===== src/common/tapio_pkg.sv =====
// Shared constants and carriers for the two-axis pulse I/O front end.
// Assumes a 100 MHz hclk and a single AHB-Lite master.

package tapio_pkg;

    // ------------------------------------------------------------
    // Clock and rates
    // ------------------------------------------------------------
    localparam int CLK_PERIOD_NS = 10;
    localparam int NS_PER_S      = 1000000000;
    localparam int CLK_HZ        = NS_PER_S / CLK_PERIOD_NS;
    localparam int NUM_AXES      = 2;
    localparam int RATE_W        = 17;
    localparam int ACC_W         = 28;
    localparam logic [RATE_W-1:0] RATE_MIN = 17'h00001;
    localparam logic [RATE_W-1:0] RATE_MAX = 17'h186A0;

    // ------------------------------------------------------------
    // Register map (byte addresses)
    // ------------------------------------------------------------
    localparam int ADDR_W = 8;
    localparam logic [ADDR_W-1:0] A_CTRL    = 8'h00;
    localparam logic [ADDR_W-1:0] A_RATE_X  = 8'h04;
    localparam logic [ADDR_W-1:0] A_RATE_Y  = 8'h08;
    localparam logic [ADDR_W-1:0] A_LEVELS  = 8'h0C;
    localparam logic [ADDR_W-1:0] A_IRQ_STS = 8'h10;
    localparam logic [ADDR_W-1:0] A_IRQ_CLR = 8'h14;
    localparam logic [ADDR_W-1:0] A_IRQ_EN  = 8'h18;

    // Control: one byte per axis, X in the low byte
    localparam int CTRL_STRIDE  = 8;
    localparam int CFG_W        = 6;
    localparam int CTRL_RUN_BIT = 0;
    localparam int CTRL_CCW_BIT = 2;
    localparam logic [15:0] CTRL_RESET = 16'h0000;
    localparam int EV_W = 4;
    localparam logic [7:0] IRQ_RESET = 8'h00;
    localparam logic [1:0] HTRANS_NONSEQ_BIT = 2'h2;

    // ------------------------------------------------------------
    // Carriers
    // ------------------------------------------------------------
    typedef struct packed {
        logic dir_pol;    // 1: direction output active high
        logic pulse_pol;  // 1: pulse output active high
        logic homing;     // Homing in progress
        logic ccw_mode;   // 1: CW/CCW pulses, 0: pulse plus direction
        logic dir;        // 1: counter-clockwise travel
        logic run;        // Emit pulses
    } tapio_cfg_s;

    // Same layout for pins, synced levels and events
    typedef struct packed {
        logic home_reference_input;
        logic dog;
        logic upper_travel_limit;
        logic lower_travel_limit;
    } tapio_sig_s;

endpackage


===== src/verilog/tapio_front_end.sv =====
// Two-axis pulse I/O front end: input qualification, pulse generation, AHB-Lite registers.
// Assumes pins synchronous-safe after a two-stage synchroniser and one AHB-Lite master.
//
// Contract
// - Limit inputs detected on their falling edge.
// - Dog rising edge counted only while homing.
// - Home reference rising edge acted on while homing.
// - Pulse-plus-direction: pulses plus direction level.
// - CW/CCW mode: CW on pulse, CCW on direction.
// - Standard variant offers pulse-plus-direction only.
// - Two independent axes, X and Y.
// - Pulse rate 1 to 100000 pps, 1 pps steps.

`timescale 1ns/1ps
`default_nettype none

module tapio_axis #(
    parameter int RATE_W = tapio_pkg::RATE_W,
    parameter int ACC_W  = tapio_pkg::ACC_W
) (
    // Clock and reset
    input  wire logic                hclk,
    input  wire logic                hresetn,
    // Control
    input  wire tapio_pkg::tapio_cfg_s cfg,
    input  wire logic [RATE_W-1:0]   rate,
    // Pins and qualified results
    input  wire tapio_pkg::tapio_sig_s pins,
    output var  tapio_pkg::tapio_sig_s lvl,
    output var  tapio_pkg::tapio_sig_s ev,
    output var  logic                pulse_o,
    output var  logic                dir_o
);

    localparam logic [ACC_W-1:0] CLK_CNT = ACC_W'(tapio_pkg::CLK_HZ);

    tapio_pkg::tapio_sig_s sync1_r, sync2_r, prev_r, ev_nxt;
    logic [ACC_W-1:0]      acc_r, acc_nxt, acc_sum;
    logic                  phase_r, phase_nxt, pulse_nxt, dir_nxt;

    // ------------------------------------------------------------
    // Input qualification
    // ------------------------------------------------------------
    always_comb begin
        ev_nxt = '0;
        ev_nxt.lower_travel_limit = prev_r.lower_travel_limit & ~sync2_r.lower_travel_limit;
        ev_nxt.upper_travel_limit = prev_r.upper_travel_limit & ~sync2_r.upper_travel_limit;
        ev_nxt.dog = cfg.homing & ~prev_r.dog & sync2_r.dog;
        ev_nxt.home_reference_input = cfg.homing & ~prev_r.home_reference_input
                                      & sync2_r.home_reference_input;
    end

    // ------------------------------------------------------------
    // Pulse generator
    // ------------------------------------------------------------
    // Phase accumulator: two half periods per pulse, so the step is twice the rate
    always_comb begin
        acc_sum   = acc_r + {{(ACC_W-RATE_W-1){1'b0}}, rate, 1'b0};
        acc_nxt   = '0;
        phase_nxt = 1'b0;
        if (cfg.run) begin
            if (acc_sum >= CLK_CNT) begin
                acc_nxt   = acc_sum - CLK_CNT;
                phase_nxt = ~phase_r;
            end else begin
                acc_nxt   = acc_sum;
                phase_nxt = phase_r;
            end
        end
        if (cfg.ccw_mode) begin
            pulse_nxt = phase_r & ~cfg.dir;
            dir_nxt   = phase_r & cfg.dir;
        end else begin
            pulse_nxt = phase_r;
            dir_nxt   = cfg.dir;
        end
        pulse_nxt = cfg.pulse_pol ? pulse_nxt : ~pulse_nxt;
        dir_nxt   = cfg.dir_pol ? dir_nxt : ~dir_nxt;
    end

    // First stage feeds only the second stage
    always_ff @(posedge hclk or negedge hresetn) begin
        if (!hresetn) begin
            sync1_r <= '0;
            sync2_r <= '0;
            prev_r  <= '0;
            ev      <= '0;
            acc_r   <= '0;
            phase_r <= 1'b0;
            pulse_o <= 1'b0;
            dir_o   <= 1'b0;
        end else begin
            sync1_r <= pins;
            sync2_r <= sync1_r;
            prev_r  <= sync2_r;
            ev      <= ev_nxt;
            acc_r   <= acc_nxt;
            phase_r <= phase_nxt;
            pulse_o <= pulse_nxt;
            dir_o   <= dir_nxt;
        end
    end

    assign lvl = sync2_r;
endmodule // tapio_axis

module tapio_front_end #(
    parameter bit HIGH_END = 1'b1
) (
    // Clock and reset
    input  wire logic                                        hclk,
    input  wire logic                                        hresetn,
    // AHB-Lite slave
    input  wire logic                                        hsel,
    input  wire logic [31:0]                                 haddr,
    input  wire logic [1:0]                                  htrans,
    input  wire logic                                        hwrite,
    input  wire logic [2:0]                                  hsize,
    input  wire logic [31:0]                                 hwdata,
    input  wire logic                                        hready,
    output var  logic                                        hreadyout,
    output var  logic                                        hresp,
    output var  logic [31:0]                                 hrdata,
    // Axis pins, index 0 is X, 1 is Y
    input  wire tapio_pkg::tapio_sig_s [tapio_pkg::NUM_AXES-1:0] axis_in,
    output var  logic [tapio_pkg::NUM_AXES-1:0]              pulse_out,
    output var  logic [tapio_pkg::NUM_AXES-1:0]              dir_out,
    // Interrupt
    output var  logic                                        irq
);

    localparam int NA = tapio_pkg::NUM_AXES;
    localparam int RW = tapio_pkg::RATE_W;
    localparam int EW = tapio_pkg::EV_W;

    logic                    pend_r, pend_nxt, wr_r, wr_nxt, rdy_nxt, irq_nxt;
    logic [tapio_pkg::ADDR_W-1:0] addr_r, addr_nxt;
    logic [31:0]             rdata_nxt;
    logic [15:0]             ctrl_r, ctrl_nxt;
    logic [NA-1:0][RW-1:0]   rate_r, rate_nxt;
    logic [7:0]              sts_r, sts_nxt, en_r, en_nxt, clr;
    logic [RW-1:0]           wrate;
    tapio_pkg::tapio_cfg_s [NA-1:0] cfg;
    tapio_pkg::tapio_sig_s [NA-1:0] lvl, ev;
    logic [NA-1:0]           run_bits;

    // ------------------------------------------------------------
    // Axes
    // ------------------------------------------------------------
    for (genvar i = 0; i < NA; i++) begin : g_axis
        always_comb begin
            cfg[i] = ctrl_r[i*tapio_pkg::CTRL_STRIDE +: tapio_pkg::CFG_W];
            // Standard variant cannot leave pulse-plus-direction
            cfg[i].ccw_mode = ctrl_r[i*tapio_pkg::CTRL_STRIDE + tapio_pkg::CTRL_CCW_BIT] & HIGH_END;
        end
        assign run_bits[i] = cfg[i].run;

        tapio_axis u_axis (
            .hclk    (hclk),
            .hresetn (hresetn),
            .cfg     (cfg[i]),
            .rate    (rate_r[i]),
            .pins    (axis_in[i]),
            .lvl     (lvl[i]),
            .ev      (ev[i]),
            .pulse_o (pulse_out[i]),
            .dir_o   (dir_out[i])
        );
    end

    // ------------------------------------------------------------
    // Bus slave and registers
    // ------------------------------------------------------------
    // One wait state per transfer keeps hrdata registered and read-after-write coherent
    always_comb begin
        pend_nxt  = 1'b0;
        wr_nxt    = wr_r;
        addr_nxt  = addr_r;
        rdy_nxt   = 1'b1;
        rdata_nxt = hrdata;
        ctrl_nxt  = ctrl_r;
        rate_nxt  = rate_r;
        en_nxt    = en_r;
        clr       = '0;
        wrate     = hwdata[RW-1:0];
        if (hsel && htrans[1] && hready && !pend_r) begin
            pend_nxt = 1'b1;
            wr_nxt   = hwrite;
            addr_nxt = haddr[tapio_pkg::ADDR_W-1:0];
            rdy_nxt  = 1'b0;
        end
        // Out-of-range rates are clamped so a zero step never stalls an axis
        if (hwdata[31:RW] != '0 || wrate > tapio_pkg::RATE_MAX) begin
            wrate = tapio_pkg::RATE_MAX;
        end else if (wrate < tapio_pkg::RATE_MIN) begin
            wrate = tapio_pkg::RATE_MIN;
        end
        if (pend_r && wr_r) begin
            case (addr_r)
                tapio_pkg::A_CTRL:    ctrl_nxt    = hwdata[15:0];
                tapio_pkg::A_RATE_X:  rate_nxt[0] = wrate;
                tapio_pkg::A_RATE_Y:  rate_nxt[1] = wrate;
                tapio_pkg::A_IRQ_CLR: clr         = hwdata[7:0];
                tapio_pkg::A_IRQ_EN:  en_nxt      = hwdata[7:0];
                default: ;
            endcase
        end else if (pend_r) begin
            case (addr_r)
                tapio_pkg::A_CTRL:    rdata_nxt = {16'h0000, ctrl_r};
                tapio_pkg::A_RATE_X:  rdata_nxt = {{(32-RW){1'b0}}, rate_r[0]};
                tapio_pkg::A_RATE_Y:  rdata_nxt = {{(32-RW){1'b0}}, rate_r[1]};
                tapio_pkg::A_LEVELS:  rdata_nxt = {22'h000000, run_bits, lvl};
                tapio_pkg::A_IRQ_STS: rdata_nxt = {24'h000000, sts_r};
                tapio_pkg::A_IRQ_EN:  rdata_nxt = {24'h000000, en_r};
                default:              rdata_nxt = 32'h00000000;
            endcase
        end
        // A limit reached stops that axis, even against a same-cycle write
        for (int i = 0; i < NA; i++) begin
            if (ev[i].lower_travel_limit || ev[i].upper_travel_limit) begin
                ctrl_nxt[i*tapio_pkg::CTRL_STRIDE + tapio_pkg::CTRL_RUN_BIT] = 1'b0;
            end
        end
        // New events win over a clear in the same cycle
        sts_nxt = (sts_r & ~clr) | ev;
        irq_nxt = |(sts_r & en_r);
    end

    always_ff @(posedge hclk or negedge hresetn) begin
        if (!hresetn) begin
            pend_r    <= 1'b0;
            wr_r      <= 1'b0;
            addr_r    <= '0;
            hreadyout <= 1'b1;
            hresp     <= 1'b0;
            hrdata    <= 32'h00000000;
            ctrl_r    <= tapio_pkg::CTRL_RESET;
            rate_r    <= {NA{tapio_pkg::RATE_MIN}};
            sts_r     <= tapio_pkg::IRQ_RESET;
            en_r      <= tapio_pkg::IRQ_RESET;
            irq       <= 1'b0;
        end else begin
            pend_r    <= pend_nxt;
            wr_r      <= wr_nxt;
            addr_r    <= addr_nxt;
            hreadyout <= rdy_nxt;
            hresp     <= 1'b0;
            hrdata    <= rdata_nxt;
            ctrl_r    <= ctrl_nxt;
            rate_r    <= rate_nxt;
            sts_r     <= sts_nxt;
            en_r      <= en_nxt;
            irq       <= irq_nxt;
        end
    end
endmodule // tapio_front_end

`default_nettype wire


===== config.mk =====
export PLATFORM = sky130hd
export DESIGN_NAME = tapio_front_end
export DESIGN_NICKNAME = d
export VERILOG_FILES = /design/src/common/tapio_pkg.sv /design/src/verilog/tapio_front_end.sv
export SDC_FILE = /design/constraint.sdc
export NUM_CORES = 1
export LEC_CHECK = 0
export ABC_AREA = 1
export ABC_CLOCK_PERIOD_IN_PS = 3100
export BUFFER_PORTS_ARGS = -buffer_cell sky130_fd_sc_hd__buf_2
export CAP_MARGIN = 10
export CELL_PAD_IN_SITES_DETAIL_PLACEMENT = 0
export CELL_PAD_IN_SITES_GLOBAL_PLACEMENT = 2
export CORE_ASPECT_RATIO = 1.1
export CORE_MARGIN = 10
export CORE_UTILIZATION = 34
export CTS_CLUSTER_SIZE = 20
export DETAILED_ROUTE_END_ITERATION = 8
export HOLD_SLACK_MARGIN = 0.05
export PLACE_DENSITY_LB_ADDON = 0.08
export SLEW_MARGIN = 10
export SYNTH_ARGS = -nofsm -noshare
export SYNTH_HDL_FRONTEND = slang
export SYNTH_SLANG_ARGS = --single-unit

===== constraint.sdc =====
create_clock -name hclk -period 3.1 [get_ports hclk]
set_input_delay 0.465 -clock hclk [delete_from_list [all_inputs] [get_ports hclk]]
set_output_delay 0.465 -clock hclk [all_outputs]
set_load 0.01 [all_outputs]

==> impl_metrics.tcl <==
set metrics [dict create \
    fin_tns_setup_ns 0 \
    status "completed" \
    fin_crit_ns 2.95 \
    root_buffer "clkbuf_16" \
    slowest_delay_ns 0.42 \
    path_cells "ha_4, fa_2, buf_6, nand3_2, nand3_2, buf_6, xor2_1, nor3_4, nand3_2, nor2_1, nand3_1, nand3_2, nand2_2, nand2_4, clkbuf_16, nand2_1, nand2_1, nor2_1" \
    hpwl_um 33400 \
    syn_area_sq_um 12300 \
    synth.area.mux_share_pct 0 \
    firstDrtPassIters 5 \
    drc_errors 0 \
    ys_warn_count 0 \
    gp_congestion 0.853 \
    synth_compound_area_share_pct 8.05 \
    stdcell_area_sq_um 15000 \
    grt_pass1_wl_um 63500 \
    clock_latency_ns 0.46 \
    critPathKind "reg2reg" \
    ys_types 43 \
    synth_edf_count 0 \
    synth_largest_area_cell "dfrtp_1" \
    synth_ff_type "dfrtp_1" \
    clk_pin_slew_ns 0.08 \
    synth_area_leaders "dfrtp_1 (37%), nand2_1 (20%), inv_1 (7.4%), nand3_1 (5.0%), nor2_1 (5.0%)" \
    fin_skew_ns 0.00906 \
    grt_max_degree 71 \
    via_count 11700 \
    numPortBuffers 76 \
    crit_path_frequent_cell "nand3_2" \
    drt_iter0_markers 688 \
    critPathArrivalTime_ns 3.29 \
    dpl_cell_area_sq_um 13700 \
    final_nets 2103 \
    clock_sinks 187 \
    synthTopCellsByCount "nand2_1 (657), inv_1 (243), dfrtp_1 (184), nor2_1 (164), nand3_1 (124)" \
    syn_inst 1822 \
    ys_seq_area_share_pct 38.1 \
    hold_class "in2reg" \
    async_reset_ff_share_pct 100 \
    fp-row-count 73 \
    rrSetupSlack_ns 0.15 \
    synthAdderAreaFrac_pct 4.19 \
    h-tree-depth 4 \
    fmax_mhz 339 \
    finalCoreUtilization_pct 41.7 \
    synth_xor_xnor_area_share_pct 1.71 \
    maxSlewHeadroom_pct 41.4 \
    maxCapViolations 0 \
    synth_top_family_by_area "simple AND/OR/NAND/NOR gates" \
    die_area_sq_um 44200 \
    synth_top_cell_area_share_pct 37.4 \
    leakage_nw 8.11 \
    synth.avg_cell_area_sq_um 6.75 \
    avgRoutedWirePerCell_um 16.7 \
    crit_slowest_cell "dfstp_2" \
    rsz0062_at_grt "true" \
    route.final.wire_length_um 41500 \
    grt_overflow 0 \
    hold_violations 0 \
    synthToLayoutAreaGrowth_pct 21.7 \
    drive_above_1_share_pct 19.1 \
    cts_tree "done" \
    synth_most_common_cell "nand2_1" \
    antenna_found_initial 0 \
    fp.dieH_um 219 \
    power_density_nw_per_um2 458 \
    endpoint_kind "register" \
    crit_fanout 5 \
    ant_nets 0 \
    grt_pass1_vias 11300 \
    finalSetupViolCount 0 \
    antenna_cells 0 \
    final_max_slew_viol_count 0 \
    dp_slack_ns -0.135 \
    holdWs_ns 0.104 \
    viasPerCell 4.72 \
    die_w_um 201 \
    peakVddDrop_uv 442 \
    core_area_sq_um 35900 \
    required_ns 3.44 \
    ios 121 \
    worstMarginPinSlew_ns 0.878 \
    yosys_register_bits 187 \
    min_period_over_period_pct 95.3 \
    start_util_pct 34.3 \
    clock_path_buffers 2 \
    cp-start-kind "register" \
    synth-simple-area-share_pct 37.5 \
    grt_use_total_pct 18.4 \
    numCtsBuffers 17 \
    setup_slack_ns 0.147 \
]
per-stage QoR:
stage,instances,power [W]
final,2481,0.00686
after global routing,2481,0.00728
after CTS,2470,0.00683
after detailed placement,2437,0.00448
after global placement,2437,0.00448
after floorplan,1837,0.00382
layout make-up:
type | instances | area, sq um
sequential | 187 | 4680
inverter | 265 | 995
clock buffer | 17 | 425
tap | 487 | 609
fill | 3869 | 20900
timing repair buffer | 173 | 1210
multi-input combinational | 1337 | 6850
clock inverter | 15 | 191
logic make-up after synthesis:
group / after synthesis
and+or+nand+nor: 1082
buffers and inverters: 313
DFF: 187
AOI/OAI and AO/OA: 175
adders and majority gates: 40
xor gates and xnor gates: 24
other: 1
sequential cells by signal, summed over array words and instances (netlist names), 2 cells and up:
signal                 cells
g_axis.u_axis.acc_r       54
g_axis.u_axis.lvl          8
ctrl_r                    16
hrdata                    17
g_axis.u_axis.pulse_o      2
g_axis.u_axis.phase_r      2
g_axis.u_axis.prev_r       8
g_axis.u_axis.ev           8
sts_r                      8
g_axis.u_axis.sync1_r      8
g_axis.u_axis.dir_o        2
en_r                       8
addr_r                     8
rate_r                    34
critical path: cells and delay by family (launching register included):
family,cells,cell delay (ns)
xor gates and xnor gates,1,0.17
adders and majority gates,2,0.57
buffers and inverters,3,0.46
DFF,1,0.42
and+or+nand+nor,12,1.20
where the power goes:
part           switching (W)  internal [W]
sequential          0.000144       0.00263
combinational        0.00112      0.000659
clock                0.00120       0.00111
total                0.00247       0.00440
metal layers:
layer	up-vias	global-route usage, %	wire (um)
met5	-	0	0
met4	0	4.29	653
met3	34	2.66	1430
met2	196	30.6	19900
met1	5448	24.7	19500
li1	6033	-	-
cells in the final DEF (no fill, tap or decap), drive strengths merged, types with 19 or more instances in the layout:
cell type	Yosys	routed
inv	263	271
clkbuf	19	20
xor2	19	19
nand3	133	133
o21ai	97	97
a21oi	43	43
ha	38	38
nor2	179	179
nor3	24	24
buf	29	169
dfrtp	184	184
nand2	691	691
nand4	37	37
timing repair:
item | CTS | global route
pin swaps | 1 | 33
cloned | 0 | 3
endpoints found under the setup margin | 37 | 42
endpoints found under the hold margin | 56 | 0
gates resized for setup | 5 | 106
hold buffers | 1 | 0
setup buffers | 0 | 8
path summary, 6_finish.rpt:
kind                                                   from                           to  depth (start not counted)
worst max-delay path                             rate_r[17]   g_axis[1].u_axis.acc_r[23]                         18
max in group asynchronous                           hresetn                    rate_r[0]                          3
worst min register to register  g_axis[1].u_axis.sync1_r[2]      g_axis[1].u_axis.lvl[2]                          0
worst max register to register                   rate_r[17]   g_axis[1].u_axis.acc_r[23]                         18
worst min-delay path                             axis_in[5]  g_axis[1].u_axis.sync1_r[1]                          1
min in group asynchronous                           hresetn                    addr_r[2]                          2
No activity file was read; power rests on OpenSTA's default activity.
